<file path="config.mk">
export PLATFORM = sky130hd
export DESIGN_NAME = asi_slot_and_master_cfg
export DESIGN_NICKNAME = d
export VERILOG_FILES = /design/src/core/asi_cfg_pkg.sv /design/src/core/slot_map_if.sv /design/src/core/asi_slot_and_master_cfg.sv /design/src/core/slot_decode.sv
export SDC_FILE = /design/constraint.sdc
export NUM_CORES = 1
export LEC_CHECK = 0
export BUFFER_PORTS_ARGS = -buffer_cell sky130_fd_sc_hd__buf_2
export CORE_MARGIN = 2
export CORE_UTILIZATION = 45
export DETAILED_ROUTE_END_ITERATION = 12
export GPL_ROUTABILITY_DRIVEN = 0
export PLACE_DENSITY = 0.69
export SLEW_MARGIN = 20
export SYNTH_ARGS = -nofsm -noshare
export SYNTH_HDL_FRONTEND = slang
export SYNTH_SLANG_ARGS = --single-unit
</file>
<file path="constraint.sdc">
create_clock -name i_clk -period 1.6 [get_ports i_clk]
set_clock_uncertainty 0.1 [all_clocks]
set_input_delay 0.32 -clock i_clk [delete_from_list [all_inputs] [get_ports i_clk]]
set_output_delay 0.32 -clock i_clk [all_outputs]
set_load 0.05 [all_outputs]
</file>
<file path="src/core/asi_cfg_pkg.sv">
// constants, register map and types for the serial slot and master configuration block
package asi_cfg_pkg;
  localparam int          REG_ADDR_W          = 8;
  localparam int          REG_DATA_W          = 8;
  localparam int          SLOT_CODE_W         = 6;
  localparam int          HALF_SLOT_W         = 5;
  localparam int          REFCLK_CODE_W       = 3;
  localparam int          RATIO_CODE_W        = 3;

  localparam logic [7:0]  OFS_CHAN3_SLOT_CODE        = 8'h0D;
  localparam logic [7:0]  OFS_CHAN4_SLOT_CODE        = 8'h0E;
  localparam logic [7:0]  OFS_MASTER_CFG0     = 8'h13;

  localparam logic [7:0]  RST_CHAN3_SLOT_CODE        = 8'h02;
  localparam logic [7:0]  RST_CHAN4_SLOT_CODE        = 8'h03;
  localparam logic [7:0]  RST_MASTER_CFG0     = 8'h02;

  localparam logic [7:0]  SLOT_FIELD_MASK     = 8'h3F;
  localparam int          BIT_ROLE            = 7;
  localparam int          BIT_AUTO_CLK_OFF    = 6;
  localparam int          BIT_AUTO_PLL_OFF    = 5;
  localparam int          BIT_CLOCKS_GATE     = 4;
  localparam int          BIT_RATE_FAMILY     = 3;
  localparam int          REFCLK_MSB          = 2;
  localparam int          SLOT_RIGHT_BIT      = 5;

  localparam logic [7:0]  DATA_ZERO           = 8'h00;

  typedef enum logic [1:0] {
    FMT_TDM,
    FMT_I2S,
    FMT_LJ
  } frame_format_t;

  // reference clock rate in kHz for each code 0..7
  function automatic logic [15:0] refclk_khz(input logic [2:0] code);
    logic [15:0] r;
    r = 16'h0000;
    unique case (code)
      3'h0: r = 16'h2EE0;
      3'h1: r = 16'h3000;
      3'h2: r = 16'h32C8;
      3'h3: r = 16'h3E80;
      3'h4: r = 16'h4B00;
      3'h5: r = 16'h4CE0;
      3'h6: r = 16'h5DC0;
      3'h7: r = 16'h6000;
    endcase
    return r;
  endfunction
endpackage

</file>
<file path="src/core/slot_map_if.sv">
// interface carrying one channel's decoded slot placement
`timescale 1ns/10ps
`default_nettype none
interface slot_map_if;
  logic [5:0] tdm_slot;
  logic       right_half;
  logic [4:0] half_slot;
  modport producer (output tdm_slot, output right_half, output half_slot);
  modport consumer (input tdm_slot, input right_half, input half_slot);
endinterface
`default_nettype wire

</file>
<file path="src/core/asi_slot_and_master_cfg.sv">
// register file and frame-aligned configuration outputs for the serial port
`timescale 1ns/10ps
`default_nettype none
// Notes on behaviour
// - channel 3 slot code, reset two
// - channel 4 slot code, reset three
// - codes 0-31: tdm slot or left half
// - codes 32-63: tdm slot or right half
// - role bit set drives clocks, else inputs
// - auto clock bit clear derives dividers itself
// - auto mode runs pll unless bit5 set
// - master gate bit stops outgoing clocks
// - master rate family 48k or 44.1k
// - 3-bit reference clock code, reset 010b
// - refclk code used only master, mode zero
// - mode one: refclk is frame-sync ratio multiple
module asi_slot_and_master_cfg
  import asi_cfg_pkg::*;
(
  input  wire logic                     i_clk,
  input  wire logic                     i_srst,
  input  wire logic                     i_reg_wr,
  input  wire logic                     i_reg_rd,
  input  wire logic [REG_ADDR_W-1:0]    i_reg_addr,
  input  wire logic [REG_DATA_W-1:0]    i_reg_wdata,
  input  wire logic                     i_refclk_spec_mode,
  input  wire logic [RATIO_CODE_W-1:0]  i_refclk_ratio_code,
  input  wire logic                     i_frame_start,
  output logic      [REG_DATA_W-1:0]    o_reg_rdata,
  output logic                          o_reg_hit,
  output logic      [SLOT_CODE_W-1:0]   o_ch3_tdm_slot,
  output logic                          o_ch3_right_half,
  output logic      [HALF_SLOT_W-1:0]   o_ch3_half_slot,
  output logic      [SLOT_CODE_W-1:0]   o_ch4_tdm_slot,
  output logic                          o_ch4_right_half,
  output logic      [HALF_SLOT_W-1:0]   o_ch4_half_slot,
  output logic                          o_serial_clocks_drive,
  output logic                          o_serial_clocks_run,
  output logic                          o_auto_clock_derive,
  output logic                          o_pll_enable,
  output logic                          o_rate_family_441,
  output logic                          o_refclk_code_valid,
  output logic      [REFCLK_CODE_W-1:0] o_refclk_freq_code,
  output logic      [15:0]              o_refclk_khz,
  output logic                          o_refclk_by_ratio,
  output logic      [RATIO_CODE_W-1:0]  o_refclk_ratio_code
);
  // software-visible registers
  logic [SLOT_CODE_W-1:0] chan3_slot_code;
  logic [SLOT_CODE_W-1:0] chan4_slot_code;
  logic [REG_DATA_W-1:0]  serial_master_cfg0;

  // copies in force for the current frame
  logic [SLOT_CODE_W-1:0] live_ch3;
  logic [SLOT_CODE_W-1:0] live_ch4;
  logic [REG_DATA_W-1:0]  live_cfg;
  logic                   live_spec_mode;
  logic [RATIO_CODE_W-1:0] live_ratio;

  wire hit_ch3 = (i_reg_addr == OFS_CHAN3_SLOT_CODE);
  wire hit_ch4 = (i_reg_addr == OFS_CHAN4_SLOT_CODE);
  wire hit_cfg = (i_reg_addr == OFS_MASTER_CFG0);
  wire hit_any = hit_ch3 | hit_ch4 | hit_cfg;

  // bits 7-6 of the slot registers are not stored, so they always read zero
  wire [REG_DATA_W-1:0] wdata_slot = i_reg_wdata & SLOT_FIELD_MASK;

  wire [REG_DATA_W-1:0] read_mux =
    hit_ch3 ? {2'b00, chan3_slot_code} :
    hit_ch4 ? {2'b00, chan4_slot_code} :
    hit_cfg ? serial_master_cfg0 : DATA_ZERO;

  always_ff @(posedge i_clk) begin
    if (i_srst) begin
      chan3_slot_code    <= RST_CHAN3_SLOT_CODE[SLOT_CODE_W-1:0];
      chan4_slot_code    <= RST_CHAN4_SLOT_CODE[SLOT_CODE_W-1:0];
      serial_master_cfg0 <= RST_MASTER_CFG0;
    end else if (i_reg_wr) begin
      if (hit_ch3) chan3_slot_code <= wdata_slot[SLOT_CODE_W-1:0];
      if (hit_ch4) chan4_slot_code <= wdata_slot[SLOT_CODE_W-1:0];
      if (hit_cfg) serial_master_cfg0 <= i_reg_wdata;
    end
  end

  // read data is registered; unmapped offsets answer zero
  always_ff @(posedge i_clk) begin
    if (i_srst) begin
      o_reg_rdata <= DATA_ZERO;
      o_reg_hit   <= 1'b0;
    end else begin
      o_reg_rdata <= i_reg_rd ? read_mux : DATA_ZERO;
      o_reg_hit   <= i_reg_rd & hit_any;
    end
  end

  // settings move to the live copies only at frame start; a write in the same
  // cycle is picked up at the next frame, never half-applied
  always_ff @(posedge i_clk) begin
    if (i_srst) begin
      live_ch3       <= RST_CHAN3_SLOT_CODE[SLOT_CODE_W-1:0];
      live_ch4       <= RST_CHAN4_SLOT_CODE[SLOT_CODE_W-1:0];
      live_cfg       <= RST_MASTER_CFG0;
      live_spec_mode <= 1'b0;
      live_ratio     <= '0;
    end else if (i_frame_start) begin
      live_ch3       <= chan3_slot_code;
      live_ch4       <= chan4_slot_code;
      live_cfg       <= serial_master_cfg0;
      live_spec_mode <= i_refclk_spec_mode;
      live_ratio     <= i_refclk_ratio_code;
    end
  end

  slot_map_if ch3_map ();
  slot_map_if ch4_map ();

  slot_decode u_ch3 (
    .i_code (live_ch3),
    .map    (ch3_map)
  );
  slot_decode u_ch4 (
    .i_code (live_ch4),
    .map    (ch4_map)
  );

  wire is_master   = live_cfg[BIT_ROLE];
  wire auto_clk    = ~live_cfg[BIT_AUTO_CLK_OFF];
  wire [REFCLK_CODE_W-1:0] rc_code = live_cfg[REFCLK_MSB:0];
  wire [15:0] rc_khz = refclk_khz(rc_code);

  // data outputs from flip-flops
  always_ff @(posedge i_clk) begin
    if (i_srst) begin
      o_ch3_tdm_slot        <= RST_CHAN3_SLOT_CODE[SLOT_CODE_W-1:0];
      o_ch3_right_half      <= 1'b0;
      o_ch3_half_slot       <= RST_CHAN3_SLOT_CODE[HALF_SLOT_W-1:0];
      o_ch4_tdm_slot        <= RST_CHAN4_SLOT_CODE[SLOT_CODE_W-1:0];
      o_ch4_right_half      <= 1'b0;
      o_ch4_half_slot       <= RST_CHAN4_SLOT_CODE[HALF_SLOT_W-1:0];
      o_serial_clocks_drive <= 1'b0;
      o_serial_clocks_run   <= 1'b0;
      o_auto_clock_derive   <= 1'b1;
      o_pll_enable          <= 1'b1;
      o_rate_family_441     <= 1'b0;
      o_refclk_code_valid   <= 1'b0;
      o_refclk_freq_code    <= RST_MASTER_CFG0[REFCLK_CODE_W-1:0];
      o_refclk_khz          <= 16'h0000;
      o_refclk_by_ratio     <= 1'b0;
      o_refclk_ratio_code   <= '0;
    end else begin
      o_ch3_tdm_slot        <= ch3_map.tdm_slot;
      o_ch3_right_half      <= ch3_map.right_half;
      o_ch3_half_slot       <= ch3_map.half_slot;
      o_ch4_tdm_slot        <= ch4_map.tdm_slot;
      o_ch4_right_half      <= ch4_map.right_half;
      o_ch4_half_slot       <= ch4_map.half_slot;
      o_serial_clocks_drive <= is_master;
      // gate bit only counts in master mode; slave clocks come from outside
      o_serial_clocks_run   <= is_master & ~live_cfg[BIT_CLOCKS_GATE];
      o_auto_clock_derive   <= auto_clk;
      o_pll_enable          <= auto_clk & ~live_cfg[BIT_AUTO_PLL_OFF];
      o_rate_family_441     <= is_master & live_cfg[BIT_RATE_FAMILY];
      o_refclk_code_valid   <= is_master & ~live_spec_mode;
      o_refclk_freq_code    <= rc_code;
      o_refclk_khz          <= (is_master & ~live_spec_mode) ? rc_khz : 16'h0000;
      o_refclk_by_ratio     <= is_master & live_spec_mode;
      o_refclk_ratio_code   <= live_ratio;
    end
  end
endmodule
`default_nettype wire

</file>
<file path="src/core/slot_decode.sv">
// decodes a 6-bit slot code into tdm slot or half-frame slot placement
`timescale 1ns/10ps
`default_nettype none
module slot_decode
  import asi_cfg_pkg::*;
(
  input  wire logic [SLOT_CODE_W-1:0] i_code,
  slot_map_if.producer                 map
);
  assign map.tdm_slot   = i_code;
  assign map.right_half = i_code[SLOT_RIGHT_BIT];
  assign map.half_slot  = i_code[HALF_SLOT_W-1:0];
endmodule
`default_nettype wire

</file>
After elaboration in Yosys (flattened, before gate mapping). Memory sizes are Yosys's and may differ from the RTL's. A register that Yosys moved wholly into a read port is not among the register bits. Index checks and enable logic that the tools add are counted.

Logic and storage cells: 55. ROM bits: 88. Memories: 1. Bits of input ports: 25. Register bits after elaboration: 106. Output and inout port bits: 62.

Memories: (no name shown) (depth 8, width 11, rd ports 1, clocked after Yosys merged registers in 1, write ports 0, RTL line asi_cfg_pkg.sv:39) `unique case (code)`.

Equality and inequality tests: 3. Reduce and logical (&&, ||, !) cells: 6. Bitwise gates (word level): 15. Multiplexer cells: 3.

Operator list (count): $mux W6 (3); $eq A8 B4 Y1 const B (2); $eq A8 B5 Y1 const B (1); $not A1 Y1 (7); $and A1 B1 Y1 (6); $reduce_and A2 Y1 (3); $reduce_or A5 Y1 (1); $reduce_or A2 Y1 (2); $or A1 B1 Y1 (2).

Longest topological paths before layout.
Depth in word-level cells: 4. Mapped depth: 6. Mapped depth without buffers: 4.

By module. From an unflattened synthesis, not the netlist that was laid out.

Cells, all modules: 366. Area total of the unflattened synthesis: 3787.4 sq um.

By module, submodules not included: asi_slot_and_master_cfg (cells each 342, instances 1, area an instance 3607.2 sq um, sequential area each 2021.9 sq um); slot_decode (cells each 12, instances 2, area an instance 90.1 sq um, sequential area each 0.0 sq um).

Least setup slack after synthesis. Ideal clock, no wire load.

Kind: input-to-reg. Start point: input i_reg_addr[7]. End point: register o_reg_rdata[0]. Path slack: 0.214 ns. Path buffers: 2. Setup time: 0.137 ns. Stages: 5. Arrival: 1.148 ns. Data required time: 1.363 ns. Cell sequence: nor4b_2 > buf_4 > and3_4 > buf_6 > a221oi_2.

Longest elaborated chain between the ends: 4. Elaborated cells on any way between the ends: 6. Classes of those cells: eq/ne (3); mux (3).

Ends and longest elaborated chain: start: declaration (RTL line asi_slot_and_master_cfg.sv:24) `input wire logic [REG_ADDR_W-1:0] i_reg_addr,`; $eq A8 B5 Y1 (RTL line asi_slot_and_master_cfg.sv:62) `wire hit_cfg = (i_reg_addr == OFS_MASTER_CFG0);`; $mux W6 (RTL line asi_slot_and_master_cfg.sv:71) `hit_cfg ? serial_master_cfg0 : DATA_ZERO;`; $mux W6 (RTL line asi_slot_and_master_cfg.sv:70) `hit_ch4 ? {2'b00, chan4_slot_code} :`; $mux W6 * (RTL line asi_slot_and_master_cfg.sv:69) `hit_ch3 ? {2'b00, chan3_slot_code} :`; end signal: assignment (RTL line asi_slot_and_master_cfg.sv:91) `o_reg_rdata <= i_reg_rd ? read_mux : DATA_ZERO;`; end: declaration (RTL line asi_slot_and_master_cfg.sv:29) `output logic [REG_DATA_W-1:0] o_reg_rdata,`.

Mark *: on every way between the ends. The rest lies on a longest branch, timed or not. A chain may end at the register's enable or synchronous reset.

==> results.json <==
{
  "grt_usage": 0.159,
  "numCtsBuffers": 9,
  "grt_max_degree": 20,
  "htreeDepth": 3,
  "postCtsSetupRepairBufs": 0,
  "row_count": 31,
  "synth_top_cell_by_area": "dfxtp_1",
  "die_y_um": 91.1,
  "antenna_found_initial": 0,
  "initial_utilization": 0.468,
  "synth.most_common_cell": "dfxtp_1",
  "ys_seq_elements": 89,
  "synthCells": 328,
  "ys_types": 36,
  "grt_setup_unrepaired": "false",
  "yosysTopAreaCellShare": 0.522,
  "min_path_type": "primary input to flop",
  "placed_cell_area_um2": 3830,
  "yosys-top-cells-area": "dfxtp_1 (52%), mux2i_1 (12%), buf_4 (4.0%), nor2_1 (3.9%), nor2b_1 (3.3%)",
  "cts_resized": 0,
  "cts.clk_slew.worst_paths_ns": 0.08,
  "design.core.area_um2": 7290,
  "finalSetupViolations": 0,
  "via_per_inst": 4.70,
  "ys_async_sr_fraction": 0,
  "drv_slew": 0,
  "grt_pass1_vias": 2281,
  "required_ns": 1.77,
  "finalPower_w": 0.00383,
  "switchingPower_w": 0.000880,
  "area_growth_pct": 17.5,
  "cts_tree": "built",
  "hold_violations": 0,
  "ctsHoldBuffers": 0,
  "p_sw_frac": 0.230,
  "grt_overflow_total": 0,
  "critPathLaunchType": "flop",
  "combPwrFrac": 0.059,
  "fin_crit_ns": 1.45,
  "die_w_um": 91.1,
  "synth_common_cells": "dfxtp_1 (89), mux2i_1 (42), nor2_1 (35)",
  "cts_max_path_buffers": 2,
  "synth_edf_count": 0,
  "post_drt_wl_per_cell_um": 12.7,
  "cts.sinks": 89,
  "vdd_drop_max_v": 0.000393,
  "synth.yosys.seq_area_share": 0.522,
  "power_density_nw_per_um2": 956,
  "grt_pass1_wl_um": 10600,
  "max_freq_mhz": 689,
  "dr.pass1.iters": 4,
  "routed_wl_um": 6380,
  "yosys_warnings": 0,
  "outcome": "finished, final reports clean",
  "hpwlAfterDp_um": 4730,
  "power.internal_w": 0.00295,
  "boundaryPins": 87,
  "clock_power_share": 0.359,
  "vias": 2371,
  "diodes": 0,
  "critPathMaxFanout": 8,
  "nNetsFinal": 431,
  "drv_cap": 0,
  "clk_latency_ns": 0.35,
  "drive_gt1_frac": 0.306,
  "drt-initial-drc-count": 114,
  "worst_hold_slack_ns": 0.0997,
  "nFillCells": 709,
  "min_period_over_period": 0.907,
  "fp.dieArea_um2": 8290,
  "p_leak_nw": 1.88,
  "pwr-share-seq": 0.582,
  "syn-mean-instance-area_um2": 10.4,
  "ys.flop_type": "dfxtp_1",
  "crit_type": "flop to flop",
  "drc_errors": 0,
  "end_kind": "flop",
  "postRouteAntennaNets": 0,
  "arrival_ns": 1.62,
  "fin_tns_setup_ns": 0,
  "synth_area_um2": 3410,
  "r2r_setup_slack_ns": 0.15,
  "portBuffers": 81,
  "root_buffer": "clkbuf_8",
  "final_area_um2": 4010
}
kinds of logic after synthesis:
family,count (synthesis),share of synthesized area
AND/OR/NAND/NOR,113,0.177
buffers and inverters,51,0.0843
multiplexers,42,0.123
other,1,0.00110
flip-flops,89,0.522
AO/OA/AOI/OAI,26,0.0704
adder cells (fa/ha/maj),6,0.0220
cell usage in the layout, fill, tap and decap left out, types with 2 or more instances in the layout:
cell type | netlist | final
a211oi_1 | 3 | 3
a21oi_1 | 2 | 2
a221oi_2 | 6 | 6
a311oi_1 | 2 | 2
a31o_1 | 2 | 2
and2_1 | 2 | 2
and3_1 | 2 | 2
and3b_1 | 6 | 6
buf_2 | 11 | 81
buf_4 | 18 | 13
clkbuf_1 | 5 | 3
clkbuf_8 | 0 | 11
conb_1 | 1 | 5
dfxtp_1 | 89 | 89
ha_1 | 6 | 6
inv_1 | 11 | 11
inv_2 | 2 | 2
mux2i_1 | 42 | 42
nand2_1 | 28 | 28
nand3_1 | 7 | 7
nor2_1 | 35 | 35
nor2b_1 | 18 | 18
nor3_1 | 4 | 4
nor4b_2 | 2 | 2
o211ai_1 | 8 | 8
or2_2 | 3 | 3
cell type report:
class	count	area (um^2)	area share
clock buffers	14	163	0.0406
inverters	13	48.8	0.0122
repair buffers	95	523	0.130
multi-input cells	192	1360	0.339
flip-flops and latches	89	1780	0.444
clock inverters	2	12.5	0.00312
well taps	99	124	0.0309
final timing paths:
check,start,endpoint,depth (start not counted)
setup reg to reg,live_cfg[1],o_refclk_khz[10],4
hold reg to reg,live_cfg[6],o_auto_clock_derive,1
setup / recovery,live_cfg[1],o_refclk_khz[10],4
hold / removal,i_reg_wdata[6],serial_master_cfg0[6],2
power by group through the flow:
stage | Clock, W | Sequential, W | Combinational (W)
floorplan | 0 | 0.00230 | 0.000145
global placement | 0 | 0.00228 | 0.000225
detailed placement | 0 | 0.00228 | 0.000228
CTS | 0.00143 | 0.00223 | 0.000228
global route | 0.00151 | 0.00223 | 0.000247
finish | 0.00137 | 0.00223 | 0.000227
critical path, cell delays in order, from the launching register on:
cell	delay, ns
dfxtp_1	0.46
inv_1	0.15
ha_1	0.34
nor2b_1	0.15
nor3_1	0.17
registers in the layout, summed over array words and instances, names as in the netlist:
signal	count
o_rate_family_441	1
o_refclk_by_ratio	1
o_reg_hit	1
o_ch4_tdm_slot	6
live_ch3	6
chan4_slot_code	6
o_refclk_ratio_code	3
live_ratio	3
o_refclk_code_valid	1
live_ch4	6
serial_master_cfg0	8
o_serial_clocks_run	1
chan3_slot_code	6
o_refclk_freq_code	3
o_serial_clocks_drive	1
o_ch3_tdm_slot	6
live_cfg	8
live_spec_mode	1
o_refclk_khz	11
o_reg_rdata	8
o_pll_enable	1
o_auto_clock_derive	1
metrics by stage:
step	instances	worst slack (ns)	util
3_3_place_gp	488	0.00952	0.526
2_1_floorplan	332	0.214	-
4_1_cts	504	0.152	0.550
5_1_grt	504	0.0137	0.550
6_report	504	0.149	0.550
3_5_place_dp	488	-0.0572	0.526
layer usage:
| layer | track usage | routed length, um | vias to the layer above |
|---|---|---|---|
| li1 | - | - | 1221 |
| met1 | 0.196 | 3010 | 1075 |
| met2 | 0.262 | 2940 | 65 |
| met3 | 0.0506 | 318 | 10 |
| met4 | 0.0568 | 114 | 0 |
| met5 | 0 | 0 | - |
(Power assumes the default switching activity.)
